$ cat src/owdr_pkg.sv
// Constants and types shared by the one-wire dimming receiver.
package owdr_pkg;

   // ----------------------------------------------------------------
   // Clock and timing
   // ----------------------------------------------------------------
   localparam int CLK_MHZ = 40;
   localparam int DET_DELAY_NS = 100_000;
   localparam int DET_TIME_NS = 260_000;
   localparam int DET_WIN_NS = 1_000_000;
   localparam int SHUTDOWN_NS = 2_500_000;
   localparam int ACK_PULSE_NS = 512_000;
   localparam int ACK_VALID_NS = 2_000;

   // Least times round up, longest times round down.
   localparam int DET_DELAY_CYC = (DET_DELAY_NS * CLK_MHZ + 999) / 1000;
   localparam int DET_TIME_CYC = (DET_TIME_NS * CLK_MHZ + 999) / 1000;
   localparam int DET_WIN_CYC = (DET_WIN_NS * CLK_MHZ) / 1000;
   localparam int SHUTDOWN_CYC = (SHUTDOWN_NS * CLK_MHZ + 999) / 1000;
   localparam int ACK_PULSE_CYC = (ACK_PULSE_NS * CLK_MHZ) / 1000;
   localparam int ACK_VALID_CYC = (ACK_VALID_NS * CLK_MHZ + 999) / 1000;

   // ----------------------------------------------------------------
   // Frame layout and reset values
   // ----------------------------------------------------------------
   localparam logic [7:0] DEV_ADDR = 8'h72;
   localparam logic [4:0] LEVEL_RESET = 5'h1F;
   localparam logic [4:0] BYTE_BITS = 5'h08;
   localparam logic [4:0] FRAME_BITS = 5'h10;

   typedef struct packed {
      logic ack_request_flag;
      logic subaddr_bit_high;
      logic subaddr_bit_low;
      logic [4:0] level_code;
   } owdr_data_t;

endpackage

$ cat src/owdr_dur_counter.sv
// Saturating duration counter with synchronous clear.
`timescale 1ns/1ps
module owdr_dur_counter #(
   parameter int W = 17
) (
   input wire logic clk, // System clock.
   input wire logic rst, // Asynchronous reset, active high.
   input wire logic clr, // Restart the count at zero.
   input wire logic en, // Count this cycle.
   output logic [W-1:0] count // Cycles counted, held at all ones.
);

   always_ff @(posedge clk or posedge rst) begin
      if (rst) begin
         count <= '0;
      end else if (clr) begin
         count <= '0;
      end else if (en && (count != {W{1'b1}})) begin
         count <= count + W'(1);
      end
   end

endmodule // owdr_dur_counter

$ cat src/owdr_receiver.sv
// One-wire dimming receiver: mode detection, bit decoding, acknowledge.
//
// Contract
// - Both bytes are shifted in most significant bit first.
// - Address byte is accepted without start if line already high.
// - A bit lasts from one falling edge to the next.
// - One: high at least twice low; zero: low at least twice high.
// - Only frames whose address byte equals 72 hex are acted on.
// - Data byte: ack request, two subaddress bits, 5-bit level code.
// - Acknowledge only on request, matching address, 16 clean bits.
// - Acknowledge pulls line low for no more than 512 us.
// - Acknowledge starts after validation delay from final falling edge.
// - Level code selects one of 32 steps; full scale after enable.
// - Receiver works only after one-wire mode detection after enable.
// - Rates from 1.7 to 160 kbit/s decode with no configuration.
`timescale 1ns/1ps
module owdr_receiver #(
   parameter int CNT_W = 17,
   parameter int DET_TIME_CYC = owdr_pkg::DET_TIME_CYC,
   parameter int DET_WIN_CYC = owdr_pkg::DET_WIN_CYC,
   parameter int SHUTDOWN_CYC = owdr_pkg::SHUTDOWN_CYC,
   parameter int ACK_PULSE_CYC = owdr_pkg::ACK_PULSE_CYC
) (
   input wire logic CLK, // System clock, 40 MHz.
   input wire logic RST, // Asynchronous reset, active high.
   input wire logic CTRL_IN, // Dimming line level from the pin.
   output logic CTRL_OUT, // Dimming line drive value, always low.
   output logic CTRL_OE, // Pull-down enable, high while acknowledging.
   output logic [4:0] LEVEL, // Stored level code, feedback step index.
   output logic ONE_WIRE_MODE, // High once one-wire mode is detected.
   output logic FRAME_DONE, // One-cycle pulse: frame accepted.
   output logic FRAME_ERR // One-cycle pulse: frame discarded for a bad bit.
);

   // ----------------------------------------------------------------
   // Elaboration checks
   // ----------------------------------------------------------------
   if (CNT_W < 13 || CNT_W > 30) begin : g_bad_width
      $error("CNT_W out of range");
   end
   if (SHUTDOWN_CYC >= (1 << CNT_W) || DET_WIN_CYC >= (1 << CNT_W) ||
       ACK_PULSE_CYC >= (1 << CNT_W)) begin : g_bad_count
      $error("Counts do not fit CNT_W");
   end
   if (ACK_PULSE_CYC < 2 || DET_TIME_CYC < 1 ||
       DET_WIN_CYC <= owdr_pkg::DET_DELAY_CYC) begin : g_bad_time
      $error("Timing parameters inconsistent");
   end

   typedef enum logic [1:0] {M_OFF, M_WIN, M_PWM, M_ONE} owdr_mode_t;
   typedef enum logic [2:0] {L_IDLE, L_BIT, L_GAP, L_VALID, L_ACK}
      owdr_link_t;

   // ----------------------------------------------------------------
   // Line synchroniser and edges
   // ----------------------------------------------------------------
   logic line_meta_r;
   logic line_r;
   logic line_d_r;
   logic fall;

   always_ff @(posedge CLK or posedge RST) begin
      if (RST) begin
         line_meta_r <= 1'b0;
         line_r <= 1'b0;
         line_d_r <= 1'b0;
      end else begin
         line_meta_r <= CTRL_IN;
         line_r <= line_meta_r;
         line_d_r <= line_r;
      end
   end

   assign fall = line_d_r & ~line_r;

   // ----------------------------------------------------------------
   // Duration counters
   // ----------------------------------------------------------------
   owdr_mode_t mode_r;
   owdr_link_t link_r;
   logic [CNT_W-1:0] win_cnt;
   logic [CNT_W-1:0] low_run;
   logic [CNT_W-1:0] low_cnt;
   logic [CNT_W-1:0] high_cnt;
   logic [CNT_W-1:0] tmr_cnt;
   logic past_delay;
   logic tmr_clr;

   assign past_delay = win_cnt >= CNT_W'(owdr_pkg::DET_DELAY_CYC);

   owdr_dur_counter #(.W(CNT_W)) u_win (
      .clk(CLK),
      .rst(RST),
      .clr(mode_r != M_WIN),
      .en(1'b1),
      .count(win_cnt)
   );

   // In the detection window, low run only counts once the detection delay has passed.
   owdr_dur_counter #(.W(CNT_W)) u_low_run (
      .clk(CLK),
      .rst(RST),
      .clr(line_r),
      .en(mode_r != M_WIN || past_delay),
      .count(low_run)
   );

   // Bit phases are measured in clocks and saturate, so slow rates
   // down to 1.7 kbit/s still fit without any setting.
   owdr_dur_counter #(.W(CNT_W)) u_low (
      .clk(CLK),
      .rst(RST),
      .clr(fall),
      .en(~line_r),
      .count(low_cnt)
   );

   owdr_dur_counter #(.W(CNT_W)) u_high (
      .clk(CLK),
      .rst(RST),
      .clr(fall),
      .en(line_r),
      .count(high_cnt)
   );

   owdr_dur_counter #(.W(CNT_W)) u_tmr (
      .clk(CLK),
      .rst(RST),
      .clr(tmr_clr),
      .en(1'b1),
      .count(tmr_cnt)
   );

   // ----------------------------------------------------------------
   // Dimming mode detection
   // ----------------------------------------------------------------
   logic enable_evt;

   assign enable_evt = (mode_r == M_OFF) && line_r;

   always_ff @(posedge CLK or posedge RST) begin
      if (RST) begin
         mode_r <= M_OFF;
      end else begin
         unique case (mode_r)
            M_OFF: begin
               if (line_r) begin
                  mode_r <= M_WIN;
               end
            end
            M_WIN: begin
               if (low_run >= CNT_W'(DET_TIME_CYC)) begin
                  mode_r <= M_ONE;
               end else if (win_cnt >= CNT_W'(DET_WIN_CYC)) begin
                  mode_r <= M_PWM;
               end
            end
            M_PWM, M_ONE: begin
               // Long low shuts down; the mode is chosen again on enable.
               if (low_run >= CNT_W'(SHUTDOWN_CYC)) begin
                  mode_r <= M_OFF;
               end
            end
         endcase
      end
   end

   // ----------------------------------------------------------------
   // Bit decoding and frame assembly
   // ----------------------------------------------------------------
   logic [CNT_W:0] low_x2;
   logic [CNT_W:0] high_x2;
   logic is_one;
   logic is_zero;
   logic [15:0] shift_r;
   logic [15:0] shift_nxt;
   logic [4:0] bit_cnt_r;
   logic err_r;
   logic err_nxt;
   logic last_bit;
   logic frame_good;
   owdr_pkg::owdr_data_t data_byte;

   assign low_x2 = {low_cnt, 1'b0};
   assign high_x2 = {high_cnt, 1'b0};
   assign is_one = {1'b0, high_cnt} >= low_x2;
   assign is_zero = {1'b0, low_cnt} >= high_x2;
   assign shift_nxt = {shift_r[14:0], is_one};
   assign err_nxt = err_r | ~(is_one ^ is_zero);
   assign last_bit = bit_cnt_r == (owdr_pkg::FRAME_BITS - 5'h01);
   assign data_byte = shift_nxt[7:0];
   assign frame_good = ~err_nxt &&
      (shift_nxt[15:8] == owdr_pkg::DEV_ADDR);

   // A bit is closed by the falling edge that opens the next one.
   always_ff @(posedge CLK or posedge RST) begin
      if (RST) begin
         shift_r <= '0;
         bit_cnt_r <= '0;
         err_r <= 1'b0;
      end else if (link_r == L_IDLE) begin
         bit_cnt_r <= '0;
         err_r <= 1'b0;
      end else if (link_r == L_BIT && fall) begin
         shift_r <= shift_nxt;
         bit_cnt_r <= bit_cnt_r + 5'h01;
         err_r <= err_nxt;
      end
   end

   // ----------------------------------------------------------------
   // Link sequencing and acknowledge
   // ----------------------------------------------------------------
   logic oe_nxt;

   assign tmr_clr = (link_r == L_BIT) ||
      (link_r == L_VALID && tmr_cnt ==
       CNT_W'(owdr_pkg::ACK_VALID_CYC - 1));
   assign oe_nxt = (link_r == L_VALID && tmr_clr) ||
      (link_r == L_ACK && tmr_cnt != CNT_W'(ACK_PULSE_CYC - 1));

   always_ff @(posedge CLK or posedge RST) begin
      if (RST) begin
         link_r <= L_IDLE;
      end else if (mode_r != M_ONE) begin
         link_r <= L_IDLE;
      end else begin
         unique case (link_r)
            L_IDLE: begin
               // Line already high serves as the start condition.
               if (fall) begin
                  link_r <= L_BIT;
               end
            end
            L_BIT: begin
               if (fall && last_bit) begin
                  if (frame_good && data_byte.ack_request_flag) begin
                     link_r <= L_VALID;
                  end else begin
                     link_r <= L_IDLE;
                  end
               end else if (fall &&
                            bit_cnt_r == owdr_pkg::BYTE_BITS - 5'h01) begin
                  link_r <= L_GAP;
               end
            end
            L_GAP: begin
               // Close condition low, then the start condition's high
               // time; the fall after it opens the data byte. Going
               // through idle here would lose the bit count.
               if (fall) begin
                  link_r <= L_BIT;
               end
            end
            L_VALID: begin
               if (tmr_clr) begin
                  link_r <= L_ACK;
               end
            end
            L_ACK: begin
               if (!oe_nxt) begin
                  link_r <= L_IDLE;
               end
            end
            default: begin
               link_r <= L_IDLE;
            end
         endcase
      end
   end

   // The acknowledge ignores the line: our own pull-down owns it.
   always_ff @(posedge CLK or posedge RST) begin
      if (RST) begin
         CTRL_OE <= 1'b0;
         CTRL_OUT <= 1'b0;
      end else begin
         CTRL_OE <= oe_nxt && mode_r == M_ONE;
         CTRL_OUT <= 1'b0;
      end
   end

   // ----------------------------------------------------------------
   // Level register and status
   // ----------------------------------------------------------------
   logic frame_end;

   assign frame_end = mode_r == M_ONE && link_r == L_BIT && fall &&
      last_bit;

   always_ff @(posedge CLK or posedge RST) begin
      if (RST) begin
         LEVEL <= owdr_pkg::LEVEL_RESET;
      end else if (enable_evt) begin
         LEVEL <= owdr_pkg::LEVEL_RESET;
      end else if (frame_end && frame_good &&
                   !data_byte.subaddr_bit_high &&
                   !data_byte.subaddr_bit_low) begin
         LEVEL <= data_byte.level_code;
      end
   end

   always_ff @(posedge CLK or posedge RST) begin
      if (RST) begin
         ONE_WIRE_MODE <= 1'b0;
         FRAME_DONE <= 1'b0;
         FRAME_ERR <= 1'b0;
      end else begin
         ONE_WIRE_MODE <= mode_r == M_ONE;
         FRAME_DONE <= frame_end && frame_good;
         FRAME_ERR <= frame_end && err_nxt;
      end
   end

endmodule // owdr_receiver

$ cat config.mk
export PLATFORM = sky130hd
export DESIGN_NAME = owdr_receiver
export DESIGN_NICKNAME = d
export VERILOG_FILES = /design/src/owdr_pkg.sv /design/src/owdr_dur_counter.sv /design/src/owdr_receiver.sv
export SDC_FILE = /design/constraint.sdc
export NUM_CORES = 1
export LEC_CHECK = 0
export BUFFER_PORTS_ARGS = -buffer_cell sky130_fd_sc_hd__buf_2
export CAP_MARGIN = 20
export CORE_MARGIN = 5
export CORE_UTILIZATION = 30
export DETAILED_ROUTE_END_ITERATION = 6
export PLACE_DENSITY = 0.54
export SYNTH_ARGS = -nofsm -noshare
export SYNTH_HDL_FRONTEND = slang
export SYNTH_SLANG_ARGS = --single-unit
$ cat constraint.sdc
create_clock -name CLK -period 8.6 [get_ports CLK]
set_input_delay 0 -clock CLK [delete_from_list [all_inputs] [get_ports CLK]]
set_output_delay 0 -clock CLK [all_outputs]
set_load 0.1 [all_outputs]
=== Yosys cells after proc, flatten, opt, wreduce, memory -nomap -nowiden ===
Index checks and enable logic that the tools add are counted.

* Add/subtract/negate cells: 6
* Magnitude comparators: 6
* Equal/unequal tests: 26
* Muxes and demuxes: 29
* Bitwise logic cells: 7
* Reduce and logical (&&, ||, !) cells: 39

{| class="wikitable"
|+ Operators with widths
! kind !! count
|-
| 17-bit two-way mux || 10
|-
| 17-bit by 1-bit adder with 17-bit output (second input constant) || 5
|-
| 17-bit != test (second input constant) || 5
|-
| 17-bit by 18-bit greater-or-equal comparator with 1-bit output || 2
|-
| 1-bit logical AND || 20
|-
| 5-bit two-way mux || 4
|-
| 3-bit two-way mux || 6
|-
| 17-bit by 7-bit == test with 1-bit output (second input constant) || 1
|-
| 17-bit by 12-bit greater-or-equal comparator with 1-bit output (second input constant) || 1
|-
| 17-bit by 14-bit greater-or-equal comparator with 1-bit output (second input constant) || 1
|-
| 17-bit by 16-bit greater-or-equal comparator with 1-bit output (second input constant) || 1
|-
| 17-bit greater-or-equal comparator (second input constant) || 1
|-
| 17-bit by 15-bit != test with 1-bit output (second input constant) || 1
|-
| 2-bit nonzero test || 7
|-
| 3-bit case mux with 4 select lines || 1
|-
| 2-bit two-way mux || 5
|-
| 8-bit by 7-bit == test with 1-bit output (second input constant) || 1
|-
| 3-bit by 2-bit == test with 1-bit output (second input constant) || 2
|-
| 2-bit != test (second input constant) || 3
|-
| 3-bit by 2-bit != test with 1-bit output (second input constant) || 2
|-
| 2-bit case mux with 3 select lines || 1
|-
| 5-bit by 1-bit adder with 5-bit output (second input constant) || 1
|-
| 5-bit by 3-bit == test with 1-bit output (second input constant) || 1
|-
| 5-bit by 4-bit == test with 1-bit output (second input constant) || 1
|-
| other kinds (21) || 30
|}

* Bits in registers: 123
* Input bits: 3
* Output and inout bits: 10
* Logic and storage cells: 131

=== Depth between registers and ports, before layout ===
Gate-level depths: netlist (run 1).

* Depth in word-level cells: 11
* Depth in mapped cells: 14
* Depth with buffers taken out: 13

=== By module ===
From an unflattened synthesis (run 1), not the netlist that was laid out.

* Cell total of the unflattened synthesis: 737
* Area total of the unflattened synthesis: 7,038.0 um2

{| class="wikitable"
|+ Modules (own cells, without submodules)
! module !! times used !! cells each !! area each (um2) !! seq. area each (um2)
|-
| owdr_dur_counter || 5 || 84 || 869.6 || 425.4
|-
| owdr_receiver || 1 || 317 || 2,690.1 || 957.2
|}

=== Worst setup path after synthesis (run 1) ===
Ideal clock, no wire load.

* Path kind: register to register
* From: reg u_tmr.count[0]
* To: reg u_tmr.count[15]
* Library setup time: 0.119 ns
* Arrival time: 2.391 ns
* Required time: 8.481 ns
* Setup slack: 6.090 ns
* Cell stages (with the launch flop): 15
* Path buffers: 1
* Clock period less this slack: 2.510 ns
* Path through: dfrtp_1 > ha_1 > nand4_1 > nor3_1 > nand2_1 > nor2_1 > ha_1 > buf_2 > and3b_1 > and3_1 > nor4b_2 > and3_1 > nand3_1 > xor2_1 > nor2_1

* Word-level cells in the longest chain between the ends: 4
* Elaborated cells between the ends (all ways): 8
* Those cells by class: 1 x add/sub; 2 x eq/ne; 2 x mux; 3 x reduce/logical

{| class="wikitable"
|+ Ends and longest elaborated chain
! what !! RTL line !! source
|-
| start, declared || owdr_dur_counter.sv:10 || <nowiki>output logic [W-1:0] count</nowiki>
|-
| start signal, assigned || owdr_dur_counter.sv:19 || <nowiki>count <= count + W'(1);</nowiki>
|-
| branches (longest 4 deep; another with 17-bit by 1-bit adder with 17-bit output) || -- ||
|}

Several ways; the timed one is not identified. The select of a mux whose other input is x is not followed.
A chain may end at the register's enable or synchronous reset.

=== Worst setup path after layout (run 1) ===
Same ends and word-level chain as after synthesis.

==> results of run 1 <==
==> registers in the layout (all words and copies together), names as in the netlist, 2 cells and up <==
signal,count
shift_r,15
mode_r,2
u_tmr.count,17
bit_cnt_r,5
u_low.count,17
u_high.count,17
u_win.count,17
u_low_run.count,17
link_r,3
LEVEL,5
==> layer usage <==
layer / up-vias / GRT usage
li1: 2538 / -
met1: 2341 / 0.156
met2: 48 / 0.172
met3: 22 / 0.0293
met4: 0 / 0.0407
met5: - / 0
==> cells by family after synthesis <==
kind of cell,after synthesis,synth area share
fa+ha+maj,46,0.0848
xor+xnor,58,0.0748
compound gates,89,0.0833
other cells,1,0.000552
mux,15,0.0223
simple gates,330,0.242
flops,123,0.454
buf+inv,65,0.0382
==> where the power goes <==
group,internal [mW],switching [mW]
sequential,0.631,0.0531
clock,0.491,0.262
combinational,0.0981,0.195
==> repair_timing <==
item	in CTS	in global routing
buffers inserted	0	0
endpoints found under the hold margin	57	0
hold buffers	2	0
setup endpoints to repair	0	0
==> area by class of cell <==
cell class | instances | area share
clock buffers | 20 | 0.0574
clock inverters | 12 | 0.0219
inverters | 45 | 0.0220
multi-input cells | 539 | 0.443
repair buffers | 17 | 0.0135
well taps | 285 | 0.0458
flip-flops and latches | 123 | 0.396
==> final timing paths <==
path                                     start         endpoint  slack (ps)  cells after the start
worst max register to register  u_tmr.count[0]  u_tmr.count[15]        5840                     13
worst max-delay path            u_tmr.count[0]  u_tmr.count[15]        5840                     13
worst min register to register     line_meta_r           line_r         350                      0
max in group asynchronous                  RST   u_low.count[7]        7040                      4
worst min-delay path                   CTRL_IN      line_meta_r         230                      2
min in group asynchronous                  RST   u_tmr.count[9]         240                      3
==> worst max-delay path, cell delays in order (launching register included) <==
cell	delay, ps
dfrtp_1	380
ha_1	170
nand4_1	160
nor3_1	280
nand2_1	100
nor2_1	110
ha_1	310
and3b_1	230
and3_1	210
nor4b_2	180
and3_1	210
nand3_1	100
xor2_1	140
nor2_1	50
==> cell usage after synthesis (all sizes together) (9+ instances only) <==
| cell type | count |
|---|---|
| dfrtp | 118 |
| nand4 | 16 |
| clkbuf | 12 |
| mux2i | 14 |
| nor3 | 11 |
| or3 | 9 |
| nor4 | 13 |
| o21ai | 30 |
| xnor2 | 32 |
| xor2 | 26 |
| and4 | 9 |
| and3 | 11 |
| a21oi | 24 |
| nand3 | 34 |
| inv | 45 |
| ha | 46 |
| nand2 | 97 |
| nor2 | 98 |
==> results.ini, run 1 <==
[drt]
wl_met1_mm = 7.02
wl_per_cell_um = 13.2
num_vias = 4949
drtPass1Iterations = 4
via_per_inst = 4.75
routed_wl_mm = 13.7
drt_iter0_drc = 274
route.detailed.drc = 0
wl_met3_um = 393
wl_met2_mm = 6.07
antenna_left = 0
top_layer = met4

[layout]
drive_above_1_share = 0.0886
area.growth.synth_to_final_pct = 14.6
final_area_um2 = 7780
utilization = 0.347
most-common-layout-cells = dfrtp_1, nor2_1, nand2_1
fin_cells = 1041
multi_input_area_um2 = 3440
ff_latch_area_um2 = 3080
final_common_cell = dfrtp_1
fill_cells = 2293
diodes = 0
num-nets-final = 792

[sta]
final-setup-viol-count = 0
hold_slack_ps = 226
final.min_clock_period_ps = 2760
slew_headroom = 0.433
rsz0062_at_grt = no
clock.fmax_ghz = 0.363
hold_viol = 0
tightest_slew_ps = 851
clock_skew_ps = 7.02
drv_slew = 0
setup_tns_ps = 0
fin_ws_ps = 5840
finalCritPeriodShare = 0.321

[floorplanning]
ioPinCount = 13
die_x_um = 160
core_um2 = 22400
die_h_um = 160
start_util = 0.303
rows = 55
die_area_um2 = 25700

[critical_path]
cp.arrival_ps = 3050
worst-setup-path-type = reg -> reg
required_ps = 8890
cp_max_fo = 7
start_kind = flop
end_kind = flop

[power]
powerDensity_nw_per_um2 = 222
ir_worst_vdd_v = 0.000117
power_leakage_nw = 3.50
power_mw = 1.73

[global_route]
grt_pass1_vias = 4983
antenna_found_initial = 0
grt_usage = 0.113
grt_start_max_net_pins = 68
grt_pass1_wl_mm = 24.3
grt_overflow_total = 0

[clock_tree]
cts_buffer_depth = 2
cts_tree = built
clock_latency_ps = 420
root_buffer = clkbuf_16
cts_resized = 0
clock-sinks = 123
path_clk_slew_ps = 60
cts_buffers = 17
cts_htree_levels = 4

[logic_synthesis]
yosys_warnings = 0
synth.net_count = 776
synth_area_um2 = 6790
ys_types = 61
synth_edf_count = 0
ys_seq_elements = 123
seq_area_frac_synth = 0.454
avgSynthCellArea_um2 = 9.34
syn_inst = 727
synthFlopType = dfrtp_1
synth_top_area_cell = dfrtp_1
synth_area_leaders = dfrtp_1, ha_1, nor2_1, nand2_1, xnor2_1
async_flop_share = 1.00
synth_top_area_share = 0.435

[placement]
dp.cells = 1007
dpl.hpwl_mm = 9.48
io_buffers = 11
dpl_cell_area_um2 = 7140
post-place-ws_ps = 5820
globalplace.congestion = 0.794

[hold_path]
hold_path_class = in -> reg

[flow_run]
cap_viol_max_count = 0

[status]
outcome = complete, no violations

(Power assumes the default switching activity.)
==> run 2: changes to the inputs <==
Clock period 8.6 ns to 2.6 ns, I/O delays scaled along.
==> results.ini, run 2 (synthesis results as in run 1) <==
[critical_path]
r2r_slack_ps = 180
cp.arrival_ps = 2760
cp_max_fo = 7
path_cells = inv_1 -> nor3_4 -> nand3_2 -> nor4_1 -> ha_1 -> inv_1 -> o21bai_1 -> buf_4 -> nor3_2 -> nand4_1 -> or3_1 -> a21oi_1
critical-path-max-stage-delay_ps = 400
worst-setup-path-type = reg -> reg
start_kind = flop
end_kind = flop
slowest_stage = dfrtp_1
ff2ff_path_depth = 12
required_ps = 2940
cpMostUsedCell = inv_1

[drt]
via_per_inst = 4.74
num_vias = 5038
routed_wl_mm = 14.3
route.detailed.drc = 0
drtPass1Iterations = 4
wl_per_cell_um = 13.4
drt_iter0_drc = 283
antenna_left = 0

[clock_tree]
clock-sinks = 123
cts_buffers = 17
cts_tree = built
root_buffer = clkbuf_16
path_clk_slew_ps = 60
clock_latency_ps = 420
cts_buffer_depth = 2
cts_htree_levels = 4

[global_route]
grt_pass1_wl_mm = 24.8
grt_start_max_net_pins = 124
grt_overflow_total = 0
antenna_found_initial = 0
grt_pass1_vias = 5031
grt_usage = 0.117

[floorplanning]
ioPinCount = 13
core_um2 = 22400
rows = 55
start_util = 0.303
die_x_um = 160
die_area_um2 = 25700
die_h_um = 160

[placement]
globalplace.congestion = 0.771
io_buffers = 11
dpl.hpwl_mm = 9.83

[sta]
final.min_clock_period_ps = 2420
clock.fmax_ghz = 0.413
setup_tns_ps = 0
rsz0062_at_grt = no
finalCritPeriodShare = 0.932
clock_skew_ps = 8.62
final-setup-viol-count = 0
tightest_slew_ps = 682
drv_slew = 0
hold_viol = 0
slew_headroom = 0.545

[power]
powerDensity_nw_per_um2 = 704
power_leakage_nw = 3.59
ir_worst_vdd_v = 0.000434

[layout]
most-common-layout-cells = dfrtp_1, nor2_1, nand2_1
drive_above_1_share = 0.129
diodes = 0
utilization = 0.356
area.growth.synth_to_final_pct = 17.8
num-nets-final = 814
fill_cells = 2337
final_common_cell = dfrtp_1

[status]
outcome = complete, no violations

[flow_run]
cap_viol_max_count = 0

[hold_path]
min_path_cells = 2
hold_path_class = in -> reg

[run 2: critical path, delay by kind of cell (launching register included)]
family	cells	cell delay (ps)
compound gates	2	200
fa+ha+maj	1	190
buf+inv	3	380
flops	1	400
simple gates	6	1170
[run 2: where the power goes]
group	internal [mW]	switching [mW]	total (mW)
sequential	2.09	0.173	2.26
clock	1.46	0.882	2.34
combinational	0.354	0.674	1.03
[run 2: final cells by class]
type / instances / area (um2) / share of cell area
Timing Repair Buffer: 39 / 283 / 0.0354
Clock inverter: 10 / 118 / 0.0147
Clock buffer: 22 / 464 / 0.0581
Inverter: 45 / 173 / 0.0216
Sequential cell: 123 / 3090 / 0.386
Tap cell: 285 / 357 / 0.0446
Multi-Input combinational cell: 539 / 3520 / 0.440
[run 2: path summary, 6_finish.rpt]
check	endpoint	startpoint
hold / removal	line_meta_r	CTRL_IN
setup / recovery	u_low.count[15]	u_low.count[4]
setup reg to reg	u_low.count[15]	u_low.count[4]
min in group asynchronous	u_tmr.count[8]	RST
max in group asynchronous	u_low.count[3]	RST
hold reg to reg	line_r	line_meta_r
[run 2: routing by layer]
metal	up-vias	GRT usage	wire (um)
li1	2583	-	-
met1	2406	0.161	7310
met2	37	0.182	6370
met3	12	0.0285	412
met4	0	0.0356	161
met5	-	0	0
[run 2: timing repair]
| item | CTS | global route |
|---|---|---|
| buffers inserted | 0 | 2 |
| endpoints found under the hold margin | 119 | 0 |
| gates resized for setup | 1 | 14 |
| cloned | 0 | 0 |
| setup endpoints to repair | 1 | 15 |
| pin swaps | 0 | 3 |
| hold buffers | 2 | 0 |
[run 2: through the flow]
step	area [um2]	worst slack [ps]	power (mW)	std cells	hold WS, ps
6_report	8000	177	5.63	1063	234
5_1_grt	8000	1.91	5.95	1063	232
3_5_place_dp	7310	44.3	3.31	1027	127
4_1_cts	7910	41.5	5.71	1061	217
2_1_floorplan	6790	89.6	3.06	727	31.4
3_3_place_gp	7310	116	3.29	1027	111
==> run 3: changes to the inputs <==
Settings changed: PLACE_DENSITY 0.54 to 0.44.
==> results.ini, run 3 (synthesis results as in run 1) <==
[placement]
post-place-ws_ps = 21.7
globalplace.congestion = 0.834
dpl.hpwl_mm = 10.6
dp.cells = 1027
io_buffers = 11

[global_route]
grt_pass1_vias = 5281
antenna_found_initial = 0
grt_usage = 0.122
grt_overflow_total = 0
grt_start_max_net_pins = 38
grt_pass1_wl_mm = 26.1

[critical_path]
crit_family = simple AND/OR/NAND/NOR gates
r2r_slack_ps = 120
path_cells = nand4_1 -> nor3_2 -> nand2_1 -> nor2_1 -> ha_1 -> and3b_1 -> and3_1 -> nor4b_4 -> and3_1 -> nand3_1 -> xor2_1 -> nor2_1
startpoint = u_tmr.count[7]
slowest_stage = dfrtp_1
start_kind = flop
path_buf_inv = 0
cp_max_fo = 6
end_kind = flop
cp.arrival_ps = 2770
worst-setup-path-type = reg -> reg
cp-endpoint = u_tmr.count[15]
critical-path-max-stage-delay_ps = 430
r2r-end = u_tmr.count[15]
path_depth = 12
required_ps = 2890
ff2ff_path_depth = 12
worstReg2RegStart = u_tmr.count[7]

[clock_tree]
path_clk_slew_ps = 60
clock-sinks = 123
cts_tree = built
cts_htree_levels = 4
cts_buffer_depth = 2
clock_latency_ps = 420
cts_buffers = 17
root_buffer = clkbuf_16

[floorplanning]
ioPinCount = 13
die_h_um = 160
die_area_um2 = 25700
core_um2 = 22400
die_x_um = 160
rows = 55
start_util = 0.303

[sta]
clock_skew_ps = 6.80
clock.fmax_ghz = 0.404
slew_headroom = 0.450
final.min_clock_period_ps = 2480
setup_tns_ps = 0
hold_viol = 0
fin_ws_ps = 125
final-setup-viol-count = 0
rsz0062_at_grt = yes
tightest_slew_ps = 823
finalCritPeriodShare = 0.952
drv_slew = 0

[drt]
top_layer = met4
wl_met2_mm = 6.99
wl_met1_mm = 7.45
wl_per_cell_um = 14.1
routed_wl_mm = 15.0
wl_met3_um = 322
num_vias = 5134
route.detailed.drc = 0
via_per_inst = 4.83
drt_iter0_drc = 222
drtPass1Iterations = 5
antenna_left = 0

[hold_path]
min_path_cells = 2
hold_path_class = in -> reg

[layout]
fill_cells = 2267
area.growth.synth_to_final_pct = 18.7
most-common-layout-cells = dfrtp_1, nor2_1, nand2_1
fin_cells = 1062
final_common_cell = dfrtp_1
drive_above_1_share = 0.130
diodes = 0
num-nets-final = 813

[power]
powerDensity_nw_per_um2 = 737
power_leakage_nw = 3.64
ir_worst_vdd_v = 0.000324

[flow_run]
cap_viol_max_count = 0

[status]
outcome = complete, no violations

==> run 3: cell types whose count changed in the layout (fill, tap and decap cells not counted), moves of 2 or more <==
cell,change
inv_2,+2
bufinv_16,+3
and3_4,-2
clkbuf_1,-3
nor4_1,-2
nor4_2,+3
and3_1,+2
inv_1,-2
==> run 3: repair_timing <==
action | 4_1_cts | 5_1_grt
buffers inserted | 0 | 1
hold buffers | 2 | 0
endpoints found under the hold margin | 34 | 0
resized for setup | 0 | 14
setup endpoints to repair | 0 | 19
==> run 3: report_power, final <==
part | internal [mW] | total, mW | switching (mW)
Combinational | 0.352 | 1.02 | 0.671
Clock | 1.73 | 2.66 | 0.934
Sequential | 2.09 | 2.26 | 0.170
Total | 4.17 | 5.94 | 1.77
==> run 3: worst min-delay path by stage <==
stage,start,end,slack (ps)
5_1_grt,CTRL_IN,line_meta_r,210
2_1_floorplan,CTRL_IN,line_meta_r,30
6_report,CTRL_IN,line_meta_r,210
4_1_cts,CTRL_IN,line_meta_r,200
3_5_place_dp,CTRL_IN,line_meta_r,110
3_3_place_gp,CTRL_IN,line_meta_r,110
==> run 3: layout make-up <==
class / count / area, um2 / area share
Multi-Input combinational cell: 539 / 3510 / 0.436
Clock buffer: 18 / 439 / 0.0545
Clock inverter: 14 / 218 / 0.0270
Timing Repair Buffer: 38 / 275 / 0.0342
Tap cell: 285 / 357 / 0.0442
Sequential cell: 123 / 3090 / 0.383
Inverter: 45 / 173 / 0.0214
==> run 3: per-layer routing <==
layer,up-vias,track usage
met2,40,0.196
met5,-,0
met4,0,0.0407
met3,14,0.0298
li1,2570,-
met1,2510,0.163
==> run 3: per-stage QoR <==
| step | power [mW] | cell area [um2] | util | hold WS, ps |
|---|---|---|---|---|
| after global placement | 3.29 | 7310 | 0.326 | 112 |
| after detailed placement | 3.31 | 7310 | 0.326 | 111 |
| after CTS | 6.00 | 7980 | 0.356 | 197 |
| final | 5.94 | 8060 | 0.359 | 213 |
| after floorplan | 3.06 | 6790 | - | 31.4 |
| after global routing | 6.25 | 8060 | 0.359 | 212 |
